==> src/shared/cwbs_regs.svh <==
/*
  timing-free constants for the write buffer slice: widths, depth, pointer sizes.
  assumes it is included by bare name from the package and design files.
*/
`ifndef CWBS_REGS_SVH
`define CWBS_REGS_SVH
`define CWBS_DEPTH      4
`define CWBS_PTR_W      2
`define CWBS_CNT_W      3
`define CWBS_ADDR_W     8
`define CWBS_ADLO_LSB   0
`define CWBS_ADLO_MSB   3
`define CWBS_ADHI_LSB   4
`define CWBS_ADHI_MSB   7
`define CWBS_DATA_W     9
`define CWBS_BPTR_W     2
`define CWBS_ACC_W      2
`define CWBS_CNT_ZERO   3'h0
`define CWBS_CNT_ONE    3'h1
`define CWBS_CNT_FULL   3'h4
`define CWBS_CNT_LAST   3'h3
`define CWBS_CNT_TWO    3'h2
`define CWBS_PTR_ONE    2'h1
`endif

==> src/shared/cwbs_pkg.sv <==
/*
  types shared by the write buffer slice modules.
  assumes cwbs_regs.svh is on the include path.
*/
`include "cwbs_regs.svh"
package cwbs_pkg;
  typedef logic [`CWBS_ADDR_W-1:0] cwbs_addr_t;
  typedef logic [`CWBS_DATA_W-1:0] cwbs_data_t;
  typedef logic [`CWBS_BPTR_W-1:0] cwbs_bptr_t;
  typedef logic [`CWBS_ACC_W-1:0]  cwbs_acc_t;
  typedef logic [`CWBS_PTR_W-1:0]  cwbs_ptr_t;
  typedef logic [`CWBS_CNT_W-1:0]  cwbs_cnt_t;
  typedef struct packed {
    cwbs_addr_t addr;
    cwbs_bptr_t bptr;
    cwbs_acc_t  acc;
    cwbs_data_t data;
  } cwbs_entry_t;
endpackage : cwbs_pkg

==> src/shared/cwbs_cap_if.sv <==
/*
  carries a captured store entry from the capture stage to the storage array.
  assumes both ends share clk.
*/
`timescale 1ns/1ps
interface cwbs_cap_if;
  import cwbs_pkg::*;
  logic        push;
  cwbs_entry_t entry;
  modport src (output push, output entry);
  modport dst (input push, input entry);
endinterface : cwbs_cap_if

==> src/design/cwbs_capture.sv <==
/*
  capture stage: gathers one store entry, low address half and byte pointer
  from the falling edge, the rest from the rising edge.
  assumes processor inputs are synchronous to clk, as the processor times them.
*/
`timescale 1ns/1ps
`include "cwbs_regs.svh"
module cwbs_capture
  import cwbs_pkg::*;
(
  input  wire logic       clk,
  input  wire logic       nrst,
  input  wire logic       store_strobe,
  input  wire cwbs_addr_t addr_in,
  input  wire cwbs_bptr_t bptr_in,
  input  wire cwbs_acc_t  access_size_code,
  input  wire cwbs_data_t data_in,
  cwbs_cap_if.src         cap
);
  logic [`CWBS_ADLO_MSB:`CWBS_ADLO_LSB] adlo_q;
  logic [`CWBS_ADLO_MSB:`CWBS_ADLO_LSB] adlo_d;
  cwbs_bptr_t                           bptr_q;
  cwbs_bptr_t                           bptr_d;
  cwbs_entry_t                          ent_d;
  cwbs_entry_t                          ent_q;
  logic                                 push_d;
  logic                                 push_q;

  // trailing half: only the adlo and byte pointer buses are stable then
  always_comb begin
    adlo_d = adlo_q;
    bptr_d = bptr_q;
    if (store_strobe) begin
      adlo_d = addr_in[`CWBS_ADLO_MSB:`CWBS_ADLO_LSB];
      bptr_d = bptr_in;
    end
  end

  always_ff @(negedge clk) begin
    adlo_q <= adlo_d;
    bptr_q <= bptr_d;
  end

  always_comb begin
    push_d     = store_strobe;
    ent_d      = ent_q;
    if (store_strobe) begin
      ent_d.addr = {addr_in[`CWBS_ADHI_MSB:`CWBS_ADHI_LSB], adlo_q};
      ent_d.bptr = bptr_q;
      ent_d.acc  = access_size_code;
      ent_d.data = data_in;
    end
  end

  always_ff @(posedge clk) begin
    if (!nrst) begin
      push_q <= 1'b0;
      ent_q  <= '0;
    end else begin
      push_q <= push_d;
      ent_q  <= ent_d;
    end
  end

  assign cap.push  = push_q;
  assign cap.entry = ent_q;
endmodule : cwbs_capture

==> src/design/cwbs_slice.sv <==
/*
  one slice of the processor write buffer: four entries, full flag, and
  request / output-enable / acknowledge drain to a memory controller.
  assumes clk is the processor's inverted system clock and that the memory
  controller meets setup and hold of acknowledge to clk.
*/
// What this block does
// - four entries of 8-bit address, 9-bit data
// - four slices give 32 address, 36 data
// - each store captures data, address, size code
// - hold up to four pending entries
// - one synchronous capture per clock cycle
// - flag full while room remains for a store in flight
// - handshake with memory controller to drain
// - adlo and tag bits form the address
// - entries carry data, parity, access type bits
// - accept stores during run cycles
// - full when three held, or two held and a store strobed
// - low address and byte pointer on trailing edge, rest rising
// - oe drives oldest, acknowledge discards it
// - request high exactly while entries held
`timescale 1ns/1ps
`include "cwbs_regs.svh"
module cwbs_slice
  import cwbs_pkg::*;
(
  input  wire logic       clk,
  input  wire logic       nrst,
  input  wire logic       store_strobe,
  input  wire cwbs_addr_t addr_in,
  input  wire cwbs_bptr_t bptr_in,
  input  wire cwbs_acc_t  access_size_code,
  input  wire cwbs_data_t data_in,
  output logic            buffer_full_flag,
  input  wire logic       memory_output_enable,
  input  wire logic       mem_ack,
  output logic            mem_request,
  output cwbs_addr_t      addr_out,
  output cwbs_bptr_t      bptr_out,
  output cwbs_acc_t       acc_out,
  output cwbs_data_t      data_out,
  output logic            out_drive_en
);
  cwbs_cap_if cap ();

  cwbs_capture u_capture (
    .clk              (clk),
    .nrst             (nrst),
    .store_strobe     (store_strobe),
    .addr_in          (addr_in),
    .bptr_in          (bptr_in),
    .access_size_code (access_size_code),
    .data_in          (data_in),
    .cap              (cap)
  );

  function automatic cwbs_ptr_t cwbs_inc(input cwbs_ptr_t p);
    cwbs_inc = p + `CWBS_PTR_ONE;
  endfunction : cwbs_inc

  cwbs_entry_t mem_q [`CWBS_DEPTH];
  cwbs_entry_t mem_d [`CWBS_DEPTH];
  cwbs_ptr_t   wr_q;
  cwbs_ptr_t   wr_d;
  cwbs_ptr_t   rd_q;
  cwbs_ptr_t   rd_d;
  cwbs_cnt_t   cnt_q;
  cwbs_cnt_t   cnt_d;
  logic        full_q;
  logic        full_d;
  logic        req_q;
  logic        req_d;
  logic        oe_q;
  logic        oe_d;
  logic        ack_q;
  logic        ack_d;
  cwbs_entry_t out_q;
  cwbs_entry_t out_d;
  logic        do_push;
  logic        do_pop;

  // ack is taken once per assertion, with or without oe; a held level pops once
  always_comb begin
    oe_d    = memory_output_enable;
    ack_d   = mem_ack;
    do_pop  = mem_ack && !ack_q && (cnt_q != `CWBS_CNT_ZERO);
    // a store into a full buffer is dropped; the processor must stall on the flag
    do_push = cap.push && (cnt_q != `CWBS_CNT_FULL);
    wr_d    = wr_q;
    rd_d    = rd_q;
    cnt_d   = cnt_q;
    for (int i = 0; i < `CWBS_DEPTH; i++) begin
      mem_d[i] = mem_q[i];
    end
    if (do_push) begin
      mem_d[wr_q] = cap.entry;
      wr_d        = cwbs_inc(wr_q);
    end
    if (do_pop) begin
      rd_d = cwbs_inc(rd_q);
    end
    unique case ({do_push, do_pop})
      2'h2:    cnt_d = cnt_q + `CWBS_CNT_ONE;
      2'h1:    cnt_d = cnt_q - `CWBS_CNT_ONE;
      default: cnt_d = cnt_q;
    endcase
    // a stalling processor reacts one edge late and may already have a store
    // on its way, so the flag keeps room for that store as well
    full_d = (cnt_d >= `CWBS_CNT_LAST) ||
             ((cnt_d == `CWBS_CNT_TWO) && store_strobe);
    req_d  = (cnt_d != `CWBS_CNT_ZERO);
    out_d  = mem_q[rd_d];
    // the slot written at this edge becomes the head: show it at once
    if (do_push && (wr_q == rd_d)) begin
      out_d = cap.entry;
    end
  end

  always_ff @(posedge clk) begin
    if (!nrst) begin
      wr_q   <= '0;
      rd_q   <= '0;
      cnt_q  <= `CWBS_CNT_ZERO;
      full_q <= 1'b0;
      req_q  <= 1'b0;
      oe_q   <= 1'b0;
      ack_q  <= 1'b0;
      out_q  <= '0;
      for (int i = 0; i < `CWBS_DEPTH; i++) begin
        mem_q[i] <= '0;
      end
    end else begin
      wr_q   <= wr_d;
      rd_q   <= rd_d;
      cnt_q  <= cnt_d;
      full_q <= full_d;
      req_q  <= req_d;
      oe_q   <= oe_d;
      ack_q  <= ack_d;
      out_q  <= out_d;
      for (int i = 0; i < `CWBS_DEPTH; i++) begin
        mem_q[i] <= mem_d[i];
      end
    end
  end

  // four slices side by side make the 32-bit address and 36-bit data word
  assign buffer_full_flag = full_q;
  assign mem_request      = req_q;
  assign out_drive_en     = oe_q;
  assign addr_out         = out_q.addr;
  assign bptr_out         = out_q.bptr;
  assign acc_out          = out_q.acc;
  assign data_out         = out_q.data;
endmodule : cwbs_slice

==> config.mk <==
export PLATFORM = sky130hd
export DESIGN_NAME = cwbs_slice
export DESIGN_NICKNAME = d
export VERILOG_FILES = /design/src/shared/cwbs_pkg.sv /design/src/shared/cwbs_cap_if.sv /design/src/design/cwbs_capture.sv /design/src/design/cwbs_slice.sv
export VERILOG_INCLUDE_DIRS = /design/src /design/src/shared
export SDC_FILE = /design/constraint.sdc
export NUM_CORES = 1
export LEC_CHECK = 0
export ABC_AREA = 1
export BUFFER_PORTS_ARGS = -buffer_cell sky130_fd_sc_hd__buf_2
export CAP_MARGIN = 20
export CELL_PAD_IN_SITES_DETAIL_PLACEMENT = 1
export CELL_PAD_IN_SITES_GLOBAL_PLACEMENT = 1
export CORE_UTILIZATION = 47
export DETAILED_ROUTE_END_ITERATION = 8
export PLACE_DENSITY = 0.92
export SETUP_SLACK_MARGIN = 0.05
export SLEW_MARGIN = 10
export SYNTH_ARGS = -nofsm -noshare
export SYNTH_HDL_FRONTEND = slang
export SYNTH_SLANG_ARGS = --single-unit
==> constraint.sdc <==
create_clock -name clk -period 3.9 [get_ports clk]
set_clock_uncertainty 0.05 [all_clocks]
set_input_delay 0.585 -clock clk [delete_from_list [all_inputs] [get_ports clk]]
set_output_delay 0.585 -clock clk [all_outputs]
set_load 0.05 [all_outputs]
==> reports/metrics.cfg <==
[outcome]
outcome=completed

[worst_setup_path]
crit_slowest_cell=edfxtp_1
crit_chain=o21ai_0 -> a21oi_1
reg2reg_depth=2
rrSetupSlack_ns=1.05
path_class=reg2reg
critPathMaxFanout=1
path_buf_inv=0
end_kind=register
r2r_end=u_capture.cap.entry[13]
cp_top_family=flip-flops
critPathMaxStageDelay_ns=0.41
cp.arrival_ns=3.11
cp_data_required_time_ns=4.16
reg2reg_from=u_capture.adlo_q[0]
critPathLaunchType=register

[finish]
finalInstanceArea_um2=6920
synthToLayoutAreaGrowth_pct=15.0
drive_above_1_share_pct=15.0
diodes=0
nets=848

[clock_network]
ctsResizeCount=0
tritoncts=done
cts.clk_slew.worst_paths_ns=0.08
cts_setup_buffers=0
cts_buffer_depth=2
hold_buffers=0
insertion_delay_ns=0.48
htree_num_levels=4
cts_sinks=144
cts_made_buffers=17
cts_root_buffer=clkbuf_16

[floorplanning]
fp.dieW_um=115
core.rowCount=40
start_util_pct=49.1
dieArea_um2=13300
ioPinCount=50
die_y_um=115
core_um2=12300

[sta]
setup_viol=0
setup_tns_ns=0
tightestPinTransition_ns=0.971
final_hold_viol_count=0
slew_headroom_pct=35.3
final.setup.worst_slack_ns=1.05
slew_violations=0
rsz0062_at_grt=no

[synth]
ys_seq_elements=144
syn-cell-area_um2=6020
postSynthAreaPerCell_um2=7.70
synthCells=781
yosysWarningCount=0
ys_seq_area_share_pct=48.9
synth_nets=813
netlist-cell-type-count=27

[global_route]
use_met3_pct=6.17
gr-usage-all-layers_pct=31.8
top_usage_layer=met2
grt_overflow_total=0
grt_pass1_wl_mm=31.8
first_global_vias=6124
grt_max_degree=106
met2_usage_pct=55.0
met1_usage_pct=37.3
antenna_found_initial=0

[place]
hpwl_mm=10.7
dpl_worst_slack_ns=0.684
gp_congestion=0.725
postPlaceCellArea_um2=6320
io_buffers=49

[route]
routed_wl_mm=20.0
avgViaCountPerCell=5.72
first_iter_violations=371
vias=5704
drt-pass1-iter-count=5
wl_per_cell_um=20.0
ant_nets=0
drcViolationCount=0

[power_and_ir_drop]
p_leak_nw=2.98
ir_drop_uv=418
powerDensity_nw_per_um2=686

[worst_hold_path]
whs_path_depth=3
holdPathEnd=out_drive_en
worstHoldStart=memory_output_enable
min_path_type=in2reg

[flow_run]
drv_cap=0

sequential cells by signal, summed over array words and instances (netlist names):
register and flops:
bptr_out 2, u_capture.bptr_q 2, wr_q 2, data_out 9, mem_request 1, buffer_full_flag 1
ack_q 1, u_capture.adlo_q 4, acc_out 2, mem_q 84, cnt_q 3, rd_q 2
addr_out 8, u_capture.cap.push 1, out_drive_en 1, u_capture.cap.entry 21
where the power goes:
part / switching, mW / internal, mW / leakage [nW] / total [mW]
Combinational: 1.10 / 0.360 / 1.50 / 1.46
Clock: 0.667 / 0.894 / 0.297 / 1.56
Sequential: 0.0845 / 1.63 / 1.19 / 1.72
worst reg2reg max path, cell delays in order (launching register included):
cell      delay, ns
edfxtp_1       0.41
o21ai_0        0.22
a21oi_1        0.05
cells in the final DEF (no fill, tap or decap), types with 17 or more instances in the layout:
cell       synthesis  routed
dfxtp_1          138     138
clkbuf_16          0      17
nand2_1          133     133
nor2_1            47      47
o21ai_0           92      92
nand3_1           50      50
buf_2             17      49
inv_1             94      99
o211ai_1          28      28
a21oi_1          102     102
area by class of cell:
class	count	area, µm²
inverter	96	360
fill	1508	5340
tap	168	210
multi-input combinational	490	2480
timing repair buffer	61	355
sequential	144	2940
clock buffer	21	470
clock inverter	17	100
metrics by stage:
step           total power [mW]  hold slack, ns  std cells  utilization, %
2_1_floorplan              2.78           0.374        781               -
3_3_place_gp               3.05           0.383        959            51.6
4_1_cts                    4.72           0.287        996            56.2
6_report                   4.74           0.293        997            56.4
3_5_place_dp               3.12           0.395        959            51.6
5_1_grt                    4.93           0.307        997            56.4
cell families (layout without fill, tap and decap cells):
family	Yosys count	in the layout	share of synthesized area, %
compound gates	230	230	20.8
xor+xnor	2	2	0.291
fa+ha+maj	6	6	1.37
buf+inv	147	195	9.90
flops	144	144	48.9
simple gates	252	252	18.8
worst max-delay path by stage:
stage,start,depth (start not counted),slack [ns],end
CTS,u_capture.adlo_q[0],2,0.99,u_capture.cap.entry[13]
detailed placement,store_strobe,1,0.68,u_capture.bptr_q[0]
floorplan,store_strobe,0,1.03,u_capture.adlo_q[0]
global placement,store_strobe,1,0.71,u_capture.adlo_q[3]
global route,cnt_q[0],9,0.97,addr_out[1]
finish,u_capture.adlo_q[0],2,1.05,u_capture.cap.entry[13]
synthesized netlist by cell type (all sizes together):
master / count / area [µm²]
a31oi: 1 / 6.26
buf: 26 / 138
o21ai: 92 / 460
ha: 5 / 62.6
dfxtp: 138 / 2760
fa: 1 / 20.0
clkbuf: 24 / 93.8
nor2: 50 / 219
nand2: 148 / 613
a21oi: 109 / 572
xor2: 2 / 17.5
inv: 97 / 364
edfxtp: 6 / 180
o211ai: 28 / 210
nand3: 54 / 298
metal layers:
metal | vias up | share of wire, % | wire [µm]
met5 | - | 0 | 0
met4 | 0 | 3.9 | 782
met3 | 74 | 5.5 | 1110
met2 | 229 | 50 | 10100
met1 | 2799 | 40 | 8010
li1 | 2602 | - | -
Note: power is estimated with default switching activity, not from simulation.
